[src/qpx_pkg.sv]
// Purpose: shared constants and types for the quasi-bidirectional port expander slave
// Assumes: 100 MHz clk_i; bus lines sampled, never used as clocks
// Notes: port snapshot for the interrupt is retaken once written pins settle
package qpx_pkg;

  // ************************************************************
  // Constants
  // ************************************************************
  localparam int unsigned QPX_BYTE_BITS = 8;
  localparam logic [2:0] QPX_LAST_BIT = 3'h7;
  localparam logic [7:0] QPX_PORT_RESET = 8'hFF;
  localparam int unsigned QPX_SYNC_STAGES = 2;
  localparam int unsigned QPX_FIFO_DEPTH = 32;
  localparam logic [4:0] QPX_ADDR_FIXED_DEFAULT = 5'h04;
  localparam logic [2:0] QPX_SETTLE_CYCLES = 3'h4;

  // ************************************************************
  // Types
  // ************************************************************
  typedef enum logic [6:0] {
    QPX_IDLE = 7'b000_0001,
    QPX_ADDR = 7'b000_0010,
    QPX_AACK = 7'b000_0100,
    QPX_WBYTE = 7'b000_1000,
    QPX_WACK = 7'b001_0000,
    QPX_RBYTE = 7'b010_0000,
    QPX_RACK = 7'b100_0000
  } qpx_state_t;

  typedef struct packed {
    logic scl;
    logic sda;
  } qpx_bus_t;

  typedef struct packed {
    logic start;
    logic stop;
    logic scl_rise;
    logic scl_fall;
  } qpx_evt_t;

endpackage

[src/qpx_fifo.sv]
// Purpose: small synchronous FIFO with valid and ready on both sides
// Assumes: single clock, synchronous active-high reset
// Notes: DEPTH must be a power of two
`timescale 1ns/10ps
`default_nettype none
module qpx_fifo #(
  parameter int unsigned WIDTH = 8,
  parameter int unsigned DEPTH = 32
) (
  input wire logic clk_i,
  input wire logic rst_i,
  input wire logic [WIDTH-1:0] in_data_i,
  input wire logic in_valid_i,
  output logic in_ready_o,
  output logic [WIDTH-1:0] out_data_o,
  output logic out_valid_o,
  input wire logic out_ready_i
);
  localparam int unsigned AW = $clog2(DEPTH);
  logic [WIDTH-1:0] mem_q [DEPTH];
  logic [AW:0] wr_q;
  logic [AW:0] rd_q;
  wire full = (wr_q[AW] != rd_q[AW]) && (wr_q[AW-1:0] == rd_q[AW-1:0]);
  wire empty = (wr_q == rd_q);
  wire push = in_valid_i && !full;
  wire pop = out_ready_i && !empty;

  assign in_ready_o = !full;
  assign out_valid_o = !empty;
  assign out_data_o = mem_q[rd_q[AW-1:0]];

  always_ff @(posedge clk_i) begin
    if (push) begin
      mem_q[wr_q[AW-1:0]] <= in_data_i;
    end
  end

  always_ff @(posedge clk_i) begin
    if (rst_i) begin
      wr_q <= '0;
      rd_q <= '0;
    end else begin
      if (push) begin
        wr_q <= wr_q + 1'b1;
      end
      if (pop) begin
        rd_q <= rd_q + 1'b1;
      end
    end
  end
endmodule
`default_nettype wire

[src/qpx_expander.sv]
// Purpose: serial-bus slave for an 8-bit quasi-bidirectional port expander
// Assumes: bus and port pins asynchronous to clk_i; open-drain drivers outside
// Notes: written bytes queue in a FIFO before reaching the port latch
`timescale 1ns/10ps
`default_nettype none
module qpx_expander
  import qpx_pkg::*;
#(
  parameter logic [4:0] ADDR_FIXED = QPX_ADDR_FIXED_DEFAULT,
  parameter int unsigned FIFO_DEPTH = QPX_FIFO_DEPTH
) (
  input wire logic clk_i,
  input wire logic rst_i,
  input wire logic reset_n_i,
  input wire logic [1:0] addr_sel_i,
  input wire logic scl_i,
  input wire logic sda_i,
  output logic sda_o,
  output logic sda_oe_o,
  input wire logic [7:0] port_pin_i,
  output logic [7:0] port_pin_o,
  output logic [7:0] port_pin_oe_o,
  output logic [7:0] port_boost_o,
  output logic int_n_o,
  output logic int_n_oe_o
);

  // ************************************************************
  // Synchronisers
  // ************************************************************
  qpx_bus_t bus_s1_q;
  qpx_bus_t bus_s2_q;
  qpx_bus_t bus_prev_q;
  logic [7:0] pin_s1_q;
  logic [7:0] pin_s2_q;
  logic rstn_s1_q;
  logic rstn_s2_q;
  logic [1:0] asel_s1_q;
  logic [1:0] asel_s2_q;

  always_ff @(posedge clk_i) begin
    bus_s1_q <= '{scl: scl_i, sda: sda_i};
    bus_s2_q <= bus_s1_q;
    pin_s1_q <= port_pin_i;
    pin_s2_q <= pin_s1_q;
    rstn_s1_q <= reset_n_i;
    rstn_s2_q <= rstn_s1_q;
    asel_s1_q <= addr_sel_i;
    asel_s2_q <= asel_s1_q;
  end

  wire soft_rst = rst_i || !rstn_s2_q;

  always_ff @(posedge clk_i) begin
    if (soft_rst) begin
      bus_prev_q <= '{scl: 1'b1, sda: 1'b1};
    end else begin
      bus_prev_q <= bus_s2_q;
    end
  end

  // ************************************************************
  // Bus events
  // ************************************************************
  qpx_evt_t evt;
  assign evt.start = bus_prev_q.scl && bus_s2_q.scl && bus_prev_q.sda && !bus_s2_q.sda;
  assign evt.stop = bus_prev_q.scl && bus_s2_q.scl && !bus_prev_q.sda && bus_s2_q.sda;
  assign evt.scl_rise = !bus_prev_q.scl && bus_s2_q.scl;
  assign evt.scl_fall = bus_prev_q.scl && !bus_s2_q.scl;

  // ************************************************************
  // Protocol state
  // ************************************************************
  qpx_state_t state_q;
  qpx_state_t state_d;
  logic [2:0] bit_q;
  logic [2:0] bit_d;
  logic [7:0] shift_q;
  logic [7:0] shift_d;
  logic sda_oe_q;
  logic sda_oe_d;
  logic [7:0] port_q;
  logic int_clr_q;
  logic int_clr_d;

  wire last_bit = (bit_q == QPX_LAST_BIT);
  wire [7:0] shift_in = {shift_q[6:0], bus_s2_q.sda};
  wire addr_hit = (shift_in[7:1] == {ADDR_FIXED, asel_s2_q});
  wire fifo_in_ready;
  wire fifo_push = (state_q == QPX_WACK) && evt.scl_fall;
  wire [7:0] fifo_out;
  wire fifo_out_valid;
  wire [7:0] read_val = pin_s2_q;

  // One bus bit fully processed per SCL phase; FIFO drains at clk rate so
  // back-pressure only withholds the acknowledge on a write byte.
  always_comb begin
    state_d = state_q;
    bit_d = bit_q;
    shift_d = shift_q;
    sda_oe_d = sda_oe_q;
    int_clr_d = 1'b0;
    if (evt.start) begin
      state_d = QPX_ADDR;
      bit_d = '0;
      sda_oe_d = 1'b0;
    end else if (evt.stop) begin
      state_d = QPX_IDLE;
      sda_oe_d = 1'b0;
    end else begin
      case (state_q)
        QPX_IDLE: begin
          sda_oe_d = 1'b0;
        end
        QPX_ADDR: begin
          if (evt.scl_rise) begin
            shift_d = shift_in;
            bit_d = bit_q + 3'h1;
          end
          if (evt.scl_rise && last_bit) begin
            if (addr_hit) begin
              state_d = QPX_AACK;
            end else begin
              state_d = QPX_IDLE;
            end
          end
        end
        QPX_AACK: begin
          if (evt.scl_fall) begin
            if (sda_oe_q) begin
              sda_oe_d = 1'b0;
              bit_d = '0;
              if (shift_q[0]) begin
                state_d = QPX_RBYTE;
                shift_d = read_val;
                sda_oe_d = !read_val[7];
                int_clr_d = 1'b1;
              end else begin
                state_d = QPX_WBYTE;
              end
            end else begin
              sda_oe_d = 1'b1;
            end
          end
        end
        QPX_WBYTE: begin
          if (evt.scl_rise) begin
            shift_d = shift_in;
            bit_d = bit_q + 3'h1;
            if (last_bit) begin
              state_d = QPX_WACK;
            end
          end
        end
        QPX_WACK: begin
          if (evt.scl_fall) begin
            if (sda_oe_q) begin
              sda_oe_d = 1'b0;
              state_d = QPX_WBYTE;
              int_clr_d = 1'b1;
            end else begin
              sda_oe_d = fifo_in_ready;
            end
          end
        end
        QPX_RBYTE: begin
          if (evt.scl_fall) begin
            bit_d = bit_q + 3'h1;
            if (last_bit) begin
              state_d = QPX_RACK;
              sda_oe_d = 1'b0;
            end else begin
              shift_d = {shift_q[6:0], 1'b1};
              sda_oe_d = !shift_q[6];
            end
          end
        end
        QPX_RACK: begin
          if (evt.scl_rise) begin
            if (bus_s2_q.sda) begin
              state_d = QPX_IDLE;
            end else begin
              shift_d = read_val;
              int_clr_d = 1'b1;
            end
          end
          if (evt.scl_fall) begin
            state_d = QPX_RBYTE;
            bit_d = '0;
            sda_oe_d = !shift_q[7];
          end
        end
        default: begin
          state_d = QPX_IDLE;
        end
      endcase
    end
  end

  always_ff @(posedge clk_i) begin
    if (soft_rst) begin
      state_q <= QPX_IDLE;
      bit_q <= '0;
      shift_q <= '0;
      sda_oe_q <= 1'b0;
      int_clr_q <= 1'b0;
    end else begin
      state_q <= state_d;
      bit_q <= bit_d;
      shift_q <= shift_d;
      sda_oe_q <= sda_oe_d;
      int_clr_q <= int_clr_d;
    end
  end

  // ************************************************************
  // Write path
  // ************************************************************
  qpx_fifo #(
    .WIDTH(QPX_BYTE_BITS),
    .DEPTH(FIFO_DEPTH)
  ) u_fifo (
    .clk_i(clk_i),
    .rst_i(soft_rst),
    .in_data_i(shift_q),
    .in_valid_i(fifo_push && sda_oe_q),
    .in_ready_o(fifo_in_ready),
    .out_data_o(fifo_out),
    .out_valid_o(fifo_out_valid),
    .out_ready_i(1'b1)
  );

  logic [7:0] boost_q;
  logic [7:0] snap_q;
  logic int_n_q;
  logic [2:0] settle_q;

  always_ff @(posedge clk_i) begin
    if (soft_rst) begin
      port_q <= QPX_PORT_RESET;
      boost_q <= '0;
    end else if (fifo_out_valid) begin
      port_q <= fifo_out;
      boost_q <= fifo_out & ~port_q;
    end else if (evt.scl_fall) begin
      boost_q <= '0;
    end
  end

  // ************************************************************
  // Interrupt
  // ************************************************************
  // Snapshot is the last value seen by the master; reset snapshot is all ones
  // so externally low inputs raise the interrupt straight after reset.
  // A write moves the pins only after the output register and the pin
  // synchroniser, so the snapshot is retaken once that path has settled.
  wire pin_diff = (pin_s2_q != snap_q);
  wire settling = (settle_q != 3'h0);
  wire snap_take = int_clr_q || (settle_q == 3'h1);
  always_ff @(posedge clk_i) begin
    if (soft_rst) begin
      snap_q <= QPX_PORT_RESET;
      int_n_q <= 1'b1;
      settle_q <= 3'h0;
    end else begin
      if (fifo_out_valid) begin
        settle_q <= QPX_SETTLE_CYCLES;
      end else if (settling) begin
        settle_q <= settle_q - 3'h1;
      end
      if (snap_take) begin
        snap_q <= pin_s2_q;
      end
      int_n_q <= !(pin_diff && !int_clr_q && !fifo_out_valid && !settling);
    end
  end

  // ************************************************************
  // Outputs
  // ************************************************************
  always_ff @(posedge clk_i) begin
    if (soft_rst) begin
      sda_o <= 1'b0;
      sda_oe_o <= 1'b0;
      port_pin_o <= '0;
      port_pin_oe_o <= '0;
      port_boost_o <= '0;
      int_n_o <= 1'b0;
      int_n_oe_o <= 1'b0;
    end else begin
      sda_o <= 1'b0;
      sda_oe_o <= sda_oe_d;
      port_pin_o <= '0;
      port_pin_oe_o <= ~port_q;
      port_boost_o <= boost_q;
      int_n_o <= 1'b0;
      int_n_oe_o <= !int_n_q;
    end
  end
endmodule
`default_nettype wire

[config.mk]
export PLATFORM = sky130hd
export DESIGN_NAME = qpx_expander
export DESIGN_NICKNAME = d
export VERILOG_FILES = /design/src/qpx_pkg.sv /design/src/qpx_fifo.sv /design/src/qpx_expander.sv
export SDC_FILE = /design/constraint.sdc
export NUM_CORES = 1
export LEC_CHECK = 0
export BUFFER_PORTS_ARGS = -buffer_cell sky130_fd_sc_hd__buf_2
export CORE_MARGIN = 1.5
export CORE_UTILIZATION = 45
export CTS_BUF_LIST = sky130_fd_sc_hd__clkbuf_4
export DETAILED_ROUTE_END_ITERATION = 8
export GPL_ROUTABILITY_DRIVEN = 0
export PLACE_DENSITY_LB_ADDON = 0.15
export SYNTH_ARGS = -nofsm -noshare
export SYNTH_HDL_FRONTEND = slang
export SYNTH_HIERARCHICAL = 1
export SYNTH_SLANG_ARGS = --single-unit
[constraint.sdc]
create_clock -name clk_i -period 3.22 [get_ports clk_i]
set_input_delay 0.161 -clock clk_i [delete_from_list [all_inputs] [get_ports clk_i]]
set_output_delay 0.161 -clock clk_i [all_outputs]
set_load 0.1 [all_outputs]
Word-level counts from Yosys, hierarchy flattened
Memories as Yosys holds them, arrays and structs flattened. A register that Yosys moved wholly into a read port is not among the register bits.
Cells that the tools add are included.
- flip-flop bits (word level): 105
- memories kept: 1
- ROM bits: 0
- logic and storage cells: 186
- output and inout port bits: 28
- bits in latches: 0
- RAM bits: 256
- memories (name ; depth ; width ; read ports ; clocked after Yosys merged registers in ; wr ports ; line ; source):
    u_fifo.mem_q ; 32 ; 8 ; 1 ; 1 ; 1 ; qpx_fifo.sv:20 ; logic [WIDTH-1:0] mem_q [DEPTH];
- div/mod/pow operators: 0
- $lt $le $gt $ge: 0
- add/subtract/negate cells: 4
- eq/ne operators: 45
- multipliers: 0
- mux-type cells: 57
- shifts and indexed selects: 0
- bitwise gates (word level): 6
- reduce and logical (&&, ||, !) cells: 43
- operator list (kind ; number):
    $mux W7 ; 12
    $mux W8 ; 10
    $pmux W7 S7 ; 1
    $ne A4 B4 Y1 const B ; 9
    $ne A2 B2 Y1 const B ; 16
    $pmux W8 S4 ; 1
    $mux W3 ; 8
    $reduce_and A12 Y1 ; 2
    $mux W1 ; 17
    $logic_and A1 B1 Y1 ; 15
    $logic_not A1 Y1 ; 13
    $add A6 B1 Y6 const B ; 2
    $pmux W3 S4 ; 1
    $reduce_and A11 Y1 ; 1
    $mux W5 ; 2
    $ne A5 B5 Y1 const B ; 2
    $reduce_and A10 Y1 ; 1
    $ne A3 B3 Y1 const B ; 3
    $and A8 B8 Y8 ; 1
    $ne A8 B8 Y1 ; 1
    $not A8 Y8 ; 1
    $eq A7 B1 Y1 const B ; 1
    $eq A7 B2 Y1 const B ; 1
    $eq A7 B3 Y1 const B ; 1
    other kinds (26) ; 33

Logic depth before layout (Yosys ltp)
Gate-level depths: netlist (run 1).
- word-level depth: 7
- mapped depth: 9

By module
Netlist (run 1), hierarchy kept.
- modules (own cells, without submodules) (module ; sequential area each (um^2) ; cells each ; instances ; area an instance (um^2)):
    qpx_fifo ; 8027.7 ; 493 ; 1 ; 10661.5
    qpx_expander ; 1861.8 ; 398 ; 1 ; 3712.3

Worst setup path before layout (run 1)
OpenSTA, ideal clock, no wires.
- path type: flip-flop to flip-flop
- start: register sda_oe_o (netlist name)
- end: memory u_fifo.mem_q[28][0], enable pin
- path slack: 0.486 ns
- stages on the path, launching flop included: 6
- period minus slack after synthesis: 2.734 ns
- data required time: 2.850 ns
- arrival: 2.364 ns
- cells stage by stage: dfxtp_1 nand2_1 nor3_1 o21a_1 nand2_1 nor2_1
- RTL lines (element ; line):
    end, declared ; qpx_fifo.sv:20

Final worst setup path (run 1)
- start: register state_q[6]
- end: memory u_fifo.mem_q[17][0], enable pin
- cells in the longest elaborated chain, start to end: 6
- RTL lines (element ; line ; source):
    start, declared ; qpx_expander.sv:74 ; qpx_state_t state_q;
    start signal, assigned ; qpx_expander.sv:208 ; state_q <= state_d;
    $eq A7 B5 Y1 ; qpx_expander.sv:90 ; wire fifo_push = (state_q == QPX_WACK) && evt.scl_fall;
    $logic_and A1 B1 Y1 ; qpx_expander.sv:90 ;
    $logic_and A1 B1 Y1 ; qpx_expander.sv:226 ; .in_valid_i(fifo_push && sda_oe_q),
    $logic_and A1 B1 Y1 ; qpx_fifo.sv:25 ; wire push = in_valid_i && !full;
    $mux W1 ; qpx_fifo.sv:33 ; if (push) begin
    $mux W1 (implied by the code) ; qpx_fifo.sv:34 ; mem_q[wr_q[AW-1:0]] <= in_data_i;
No other way between the ends.

==> metrics.yaml, run 1 <==
synthFlopType: "edfxtp_1"
clock_tree.root_cell: "clkbuf_4"
netlist-cell-type-count: 60
slew_viol_final: 0
cts_setup_buffers: 0
viasPerCell: 5.40
drt_iter0_markers: 623
hp-class: "reg2reg"
htreeDepth: 3
cts_num_sinks: 366
io_pins: 43
grt_pass1_vias: 8314
worstMarginPinSlew_ns: 0.921
core_area_um2: 31500
final_util_pct: 53.2
crit_arrival_ns: 3.16
antenna_found_initial: 1
grt_pass1_wl_mm: 49.4
wl_per_cell_um: 20.9
cts_made_buffers: 94
post-route-period-util_pct: 84.8
ys_seq_area_share_pct: 68.8
pwr-share-seq_pct: 54.7
rsz0062_at_grt: "false"
period_needed_ns: 2.73
p_sw_share_pct: 20.9
drive_above_1_share_pct: 30.4
die_area_um2: 33000
vias: 8288
die_w_um: 182
row_count: 65
area_growth_pct: 16.5
hold_viol_final: 0
crit_type: "reg2reg"
intPower_mw: 7.23
drcViolationCount: 0
placed_area_um2: 15200
final_cell_mix: "256 x edfxtp_1, 138 x clkbuf_4, 108 x dfxtp_1"
final_area_um2: 16700
grt_overflow_total: 0
nNetsFinal: 1090
p_leak_nw: 6.53
syn_inst: 891
start_util_pct: 45.7
clockBufferDepth: 3
clock_skew_ns: 0.0594
cp-start-kind: "flop"
io_buffers: 32
tns_ns: 0
ir_drop_uv: 294
ys_ff_latch: 366
totalWireLength_mm: 32.1
post_cts_resized: 0
die_h_um: 182
relSlewSlack_pct: 38.5
synth_warnings: 6
cp-end-kind: "flop"
syn_area_um2: 14400
synth_edf_count: 256
async_flop_share_pct: 0
ant_nets: 0
maxCapViolCount: 0
clk_pin_slew_worst_paths_ns: 0.06
p_switching_mw: 1.91
hpwl_mm: 19.9
grt_usage_pct: 20.2
powerDensity_nw_per_um2: 546
max_freq_mhz: 366
pwr-share-clk_pct: 43.6
worstPathRequired_ns: 3.65
status: "completed"
comb_power_share_pct: 1.6
grt_start_max_net_pins: 65
mostFrequentLayoutCell: "edfxtp_1"
avgSynthCellArea_um2: 16.1
drt-pass1-iter-count: 5
setup_viol: 0
clk_latency_ns: 0.75
cts_tree: "built"
hold_buffers: 27
path_max_fanout: 13
## final timing paths
path,endpoint,cells past startpoint,start,slack [ns]
min reg2reg,pin_s2_q[2]$_DFF_P_,0,pin_s1_q[2]$_DFF_P_,0.33
max,u_fifo/mem_q[17][0]$_DFFE_PP_,7,state_q[6]$_SDFFE_PP0P_,0.49
min,pin_s2_q[2]$_DFF_P_,0,pin_s1_q[2]$_DFF_P_,0.33
max reg2reg,u_fifo/mem_q[17][0]$_DFFE_PP_,7,state_q[6]$_SDFFE_PP0P_,0.49
## flip-flops by register name, summed over array words and instances (netlist names), 2 cells and up, named ones only
| register | flops |
|---|---|
| u_fifo/rd_q | 6 |
| snap_q | 8 |
| shift_q | 8 |
| bit_q | 3 |
| settle_q | 3 |
| bus_s2_q | 2 |
| state_q | 7 |
| port_pin_oe_o | 8 |
| bus_prev_q | 2 |
| port_q | 8 |
| u_fifo/mem_q | 256 |
| bus_s1_q | 2 |
| port_boost_o | 8 |
| asel_s2_q | 2 |
| pin_s2_q | 8 |
| pin_s1_q | 8 |
| boost_q | 8 |
| asel_s1_q | 2 |
| u_fifo/wr_q | 6 |
## stage by stage
stage	instances	setup WS [ns]	hold WS [ns]	total power, mW
6_report	1535	0.489	0.325	9.14
2_1_floorplan	904	0.486	0.189	5.21
3_3_place_gp	1341	0.581	0.263	5.22
4_1_cts	1533	0.506	0.327	9.27
5_1_grt	1534	0.276	0.327	9.50
3_5_place_dp	1341	0.530	0.265	5.22
## power by group through the flow
stage	clock network, mW	registers (mW)	logic, mW
2_1_floorplan	0	5.10	0.106
3_3_place_gp	0	5.10	0.123
3_5_place_dp	0	5.10	0.123
4_1_cts	4.12	5.00	0.148
5_1_grt	4.35	5.00	0.159
6_report	3.99	5.00	0.149
## cells by family (layout without fill, tap and decap cells)
logic type	Yosys count	count (layout)	share of synthesized area, %
buf+inv	77	304	2.74
other cells	2	17	0.0522
flops	366	366	68.8
mux	103	103	14.2
simple gates	229	229	7.74
compound gates	76	76	3.78
xor+xnor	25	25	1.52
fa+ha+maj	13	13	1.13
## Yosys cell counts (16+ instances only)
cell      count  area [um^2]
a21oi_1      17         85.1
buf_4        20          150
clkbuf_1     16         60.1
dfxtp_1     110         2200
edfxtp_1    256         7690
inv_1        24         90.1
mux4_2       80         1800
nand2_1      61          229
nand3_1      17         85.1
nor2_1       74          278
xnor2_1      17          149
## worst max-delay path: stages (launching register included)
cell and delay (ns):
dfxtp_1 0.45, nor4_4 0.37, nand2_2 0.13, nor3_1 0.30, o21a_1 0.32, nand2_1 0.41, nor2_1 0.24, buf_4 0.20
## layout make-up
| type | count | area (um^2) |
|---|---|---|
| timing repair buffer | 115 | 888 |
| tap | 402 | 503 |
| antenna | 2 | 5.00 |
| inverter | 24 | 90.1 |
| fill | 2580 | 14700 |
| sequential | 366 | 9890 |
| multi-input combinational | 461 | 4140 |
| clock buffer | 138 | 1040 |
| clock inverter | 27 | 183 |
## metal layers
layer | share of wire, % | up-vias | wire (um) | GRT usage [%]
li1 | - | 3797 | - | -
met2 | 48 | 241 | 15300 | 31.3
met5 | 0 | - | 0 | 0
met1 | 46 | 4213 | 14600 | 28.3
met3 | 5.3 | 37 | 1710 | 4.37
met4 | 1.6 | 0 | 510 | 7.30
(Power assumes the default switching activity.)
==> run 2: changes to the inputs <==
Clock period 3.22 ns to 2.8 ns, I/O delays scaled along.
==> run 2 against run 1 <==
Compared with the run above:
- clock skew is 0.020 ns higher
- via count decreased by 0.33%
- sequential cell count did not move
- register-to-register slack got worse by 0.19 ns
- clock power grew 7.5%
- clock-buffer cell count down 11
- die area unchanged
- first-iteration DRC count is 2.2% lower
- combinational power increased by 15%
- cell area fell by 0.24%
- hold slack lost 0.26 ns
- critical path type unchanged
- critical endpoint is now u_fifo/mem_q[28][0]$_DFFE_PP_
==> metrics.yaml, run 2 (same netlist as run 1, synthesis figures left out) <==
drcViolationCount: 0
io_buffers: 32
die_w_um: 182
cts_tree: "built"
status: "completed"
critPathBufInv: 2
tns_ns: 0
cts_made_buffers: 93
io_pins: 43
clock_tree.root_cell: "clkbuf_4"
crit_cells: 8
drive_above_1_share_pct: 30.6
slowest_stage: "dfxtp_1"
start_util_pct: 45.7
period_needed_ns: 2.50
place_ws_ns: 0.370
crit_arrival_ns: 2.88
max_stage_delay_ns: 0.38
hpwl_mm: 19.5
grt_usage_pct: 20.4
grt_start_max_net_pins: 49
htreeDepth: 3
area_growth_pct: 16.2
drt_iter0_markers: 609
core_area_um2: 31500
grt_overflow_total: 0
cts_num_sinks: 366
relSlewSlack_pct: 25.5
worstMarginPinSlew_ns: 1.12
final_area_um2: 16700
reg2reg_depth: 8
cp-start-kind: "flop"
ir_drop_uv: 474
path_common_cell: "buf_4"
hp-class: "in2reg"
crit_type: "reg2reg"
antenna_found_initial: 1
cp-end-kind: "flop"
placed_area_um2: 15300
n_fill_cell: 2578
whs_path_depth: 2
p_leak_nw: 6.53
slew_viol_final: 0
layout.cells.non_filler: 1539
die_h_um: 182
wl_per_cell_um: 21.2
clk_pin_slew_worst_paths_ns: 0.06
worstPathRequired_ns: 3.18
postLayoutSetupSlackWorst_ns: 0.300
ant_nets: 0
max_freq_mhz: 400
crit_path_cell_trace: "nor4_4 > nand2_2 > nor3_1 > buf_4 > o21a_1 > nand2_1 > nor2_1 > buf_4"
die_area_um2: 33000
final_cell_mix: "256 x edfxtp_1, 127 x clkbuf_4, 108 x dfxtp_1"
grt_pass1_vias: 8514
powerDensity_nw_per_um2: 612
clock_skew_ns: 0.0796
viasPerCell: 5.37
clockBufferDepth: 3
grt_pass1_wl_mm: 49.5
reg2reg_slack_ns: 0.30
clk_latency_ns: 0.75
row_count: 65
maxCapViolCount: 0
largest_register_ffs: 256
path_max_fanout: 8
totalWireLength_mm: 32.6
mostFrequentLayoutCell: "edfxtp_1"
nNetsFinal: 1098
hold_viol_final: 0
rsz0062_at_grt: "false"
drt-pass1-iter-count: 7
post-route-period-util_pct: 89.3
setup_viol: 0
vias: 8261
dp.cells: 1352
crit_family: "simple AND/OR/NAND/NOR gates"
run 2: worst reg2reg max path: cells and delay by family, from the launching register on:
| family | cells | cell delay, ns |
|---|---|---|
| DFF | 1 | 0.38 |
| and+or+nand+nor | 5 | 1.10 |
| buffers and inverters | 2 | 0.36 |
| AOI/OAI and AO/OA | 1 | 0.27 |
run 2: routing by layer:
layer,share of wire (%),vias to the layer above,GRT usage (%)
li1,-,3796,-
met1,43,4175,26.6
met2,49,238,33.2
met3,5.7,52,4.15
met4,2.4,0,8.77
met5,0,-,0
run 2: final timing paths:
path	from	end
min reg2reg	pin_s1_q[1]$_DFF_P_	pin_s2_q[1]$_DFF_P_
max reg2reg	state_q[1]$_SDFFE_PP0P_	u_fifo/mem_q[28][0]$_DFFE_PP_
max	state_q[1]$_SDFFE_PP0P_	u_fifo/mem_q[28][0]$_DFFE_PP_
min	addr_sel_i[1]	asel_s1_q[1]$_DFF_P_
run 2: layout make-up:
class                   instances  area (um^2)  area share [%]
well taps                     402          503            3.01
inverters                      24         90.1           0.539
clock inverters                34          165           0.989
flip-flops and latches        366         9890            59.2
repair buffers                124          951            5.69
clock buffers                 127          953            5.71
multi-input cells             461         4140            24.8
diodes                          1         2.50          0.0150
run 2: per-stage QoR:
| stage | power (mW) | hold WS [ns] | utilization (%) |
|---|---|---|---|
| after floorplan | 5.99 | 0.168 | - |
| after global placement | 6.01 | 0.242 | 48.7 |
| after detailed placement | 6.01 | 0.244 | 48.7 |
| after CTS | 10.4 | 0.00387 | 53.1 |
| after global routing | 10.7 | 0.0272 | 53.1 |
| final | 10.2 | 0.0677 | 53.1 |
run 2: timing repair:
item,CTS,global route
hold buffers,25,0
endpoints found under the setup margin,0,0
setup buffers,0,0
resized for setup,0,0
hold endpoints to repair,82,0
run 2: power by group:
part / total (mW) / internal, mW / switching [mW]
clock: 4.29 / 2.19 / 2.10
sequential: 5.75 / 5.74 / 0.0148
combinational: 0.172 / 0.0536 / 0.118
total: 10.2 / 7.98 / 2.24
==> run 3: changes to the inputs <==
Settings changed: SLEW_MARGIN from default to 20.
Clock period 2.8 ns to 3.1 ns, I/O delays scaled along.
==> run 3 against run 2 <==
Compared with the run above:
- sequential share of layout area decreased by 0.15 points
- hold slack improved by 0.0081 ns
- first-iteration DRC count increased by 16%
- setup slack improved by 0.027 ns
- total power decreased by 7.8%
- highest routed layer unchanged
==> metrics.yaml, run 3 (same netlist as run 1, synthesis figures left out) <==
status: "completed"
start_util_pct: 45.7
critPathBufInv: 1
crit_arrival_ns: 3.17
crit_end: "u_fifo/mem_q[1][5]$_DFFE_PP_"
grt_start_max_net_pins: 36
rr_startpoint: "state_q[6]$_SDFFE_PP0P_"
ant_nets: 0
drive_above_1_share_pct: 30.4
drt_iter0_markers: 709
final_cell_mix: "256 x edfxtp_1, 128 x clkbuf_4, 108 x dfxtp_1"
postLayoutSetupSlackWorst_ns: 0.327
hpwl_mm: 20.5
layout.cells.non_filler: 1536
p_sw_share_pct: 21.4
io_pins: 43
period_needed_ns: 2.77
clock_skew_ns: 0.0708
hp-class: "in2reg"
multi_input_area_um2: 4140
htreeDepth: 3
crit_start: "state_q[6]$_SDFFE_PP0P_"
max_stage_delay_ns: 0.46
p_leak_nw: 6.52
largest_register_ffs: 256
cts_made_buffers: 93
row_count: 65
die_w_um: 182
whs_ns: 0.0757
clock_tree.root_cell: "clkbuf_4"
hold_viol_final: 0
pwr-share-clk_pct: 43.2
die_area_um2: 33000
clk_pin_slew_worst_paths_ns: 0.06
ff_latch_area_um2: 9890
slowest_stage: "dfxtp_1"
ir_drop_uv: 291
io_buffers: 32
clk_latency_ns: 0.75
n_fill_cell: 2599
clockBufferDepth: 3
relSlewSlack_pct: 38.2
grt_overflow_total: 0
placed_area_um2: 15300
cp-start-kind: "flop"
totalWireLength_mm: 32.4
post_cts_resized: 0
intPower_mw: 7.40
core_area_um2: 31500
final_area_um2: 16700
mostFrequentLayoutCell: "edfxtp_1"
regToRegEndpoint: "u_fifo/mem_q[1][5]$_DFFE_PP_"
grt_pass1_vias: 8399
drt-pass1-iter-count: 5
cp-end-kind: "flop"
powerDensity_nw_per_um2: 562
crit_path_cell_trace: "nor4_4 > nand2_2 > nor3_1 > o21a_1 > nand2_1 > nor2_1 > buf_4"
comb_power_share_pct: 1.6
post-route-period-util_pct: 89.4
place_ws_ns: 0.364
crit_family: "simple AND/OR/NAND/NOR gates"
pwr-share-seq_pct: 55.2
worstMarginPinSlew_ns: 0.926
area_growth_pct: 16.5
slew_viol_final: 0
worstPathRequired_ns: 3.50
cts_tree: "built"
rsz0062_at_grt: "false"
dp.cells: 1344
nNetsFinal: 1090
cts_num_sinks: 366
reg2reg_slack_ns: 0.33
path_max_fanout: 13
crit_type: "reg2reg"
viasPerCell: 5.37
wl_per_cell_um: 21.1
antenna_found_initial: 2
maxCapViolCount: 0
max_freq_mhz: 361
tns_ns: 0
crit_cells: 7
p_switching_mw: 2.02
vias: 8250
drcViolationCount: 0
die_h_um: 182
grt_pass1_wl_mm: 50.1
setup_viol: 0
grt_usage_pct: 20.5
reg2reg_depth: 7
run 3: metal layers:
layer	wire length [um]	GRT usage [%]	part of all wire [%]	vias up
met1	14400	28.6	44	4104
met4	810	7.80	2.5	0
li1	-	-	-	3795
met2	15100	31.3	46	288
met3	2150	5.15	6.6	63
met5	0	0	0	-
run 3: timing repair:
item                      in CTS  in global routing
hold buffers                  25                  0
hold endpoints to repair      46                  0
buffers inserted               0                  0
run 3: how the worst min path moves through the flow:
stage | startpoint | depth (start not counted) | slack (ns) | to
2_1_floorplan | addr_sel_i[0] | 0 | 0.18 | asel_s1_q[0]$_DFF_P_
3_3_place_gp | reset_n_i | 1 | 0.26 | rstn_s1_q$_DFF_P_
3_5_place_dp | port_pin_i[7] | 1 | 0.26 | pin_s1_q[7]$_DFF_P_
4_1_cts | port_pin_i[2] | 2 | 0.00004 | pin_s1_q[2]$_DFF_P_
5_1_grt | port_pin_i[2] | 2 | 0.02 | pin_s1_q[2]$_DFF_P_
6_report | port_pin_i[2] | 2 | 0.08 | pin_s1_q[2]$_DFF_P_
run 3: cell type report:
class	instances	share of cell area, %
repair buffers	116	5.47
clock buffers	128	5.74
clock inverters	36	1.37
flip-flops and latches	366	59.1
multi-input cells	461	24.7
well taps	402	3.00
diodes	3	0.0448
inverters	24	0.538
run 3: power by group through the flow:
| stage | registers (mW) | logic (mW) | clock network, mW |
|---|---|---|---|
| 2_1_floorplan | 5.30 | 0.110 | 0 |
| 3_3_place_gp | 5.30 | 0.126 | 0 |
| 6_report | 5.19 | 0.152 | 4.07 |
| 5_1_grt | 5.19 | 0.162 | 4.46 |
| 4_1_cts | 5.19 | 0.151 | 4.21 |
| 3_5_place_dp | 5.30 | 0.127 | 0 |
run 3: metrics by stage:
| stage | power, mW | util [%] |
|---|---|---|
| 6_report | 9.41 | 53.2 |
| 5_1_grt | 9.81 | 53.2 |
| 4_1_cts | 9.56 | 53.2 |
| 3_5_place_dp | 5.43 | 48.6 |
| 3_3_place_gp | 5.43 | 48.6 |
| 2_1_floorplan | 5.41 | - |
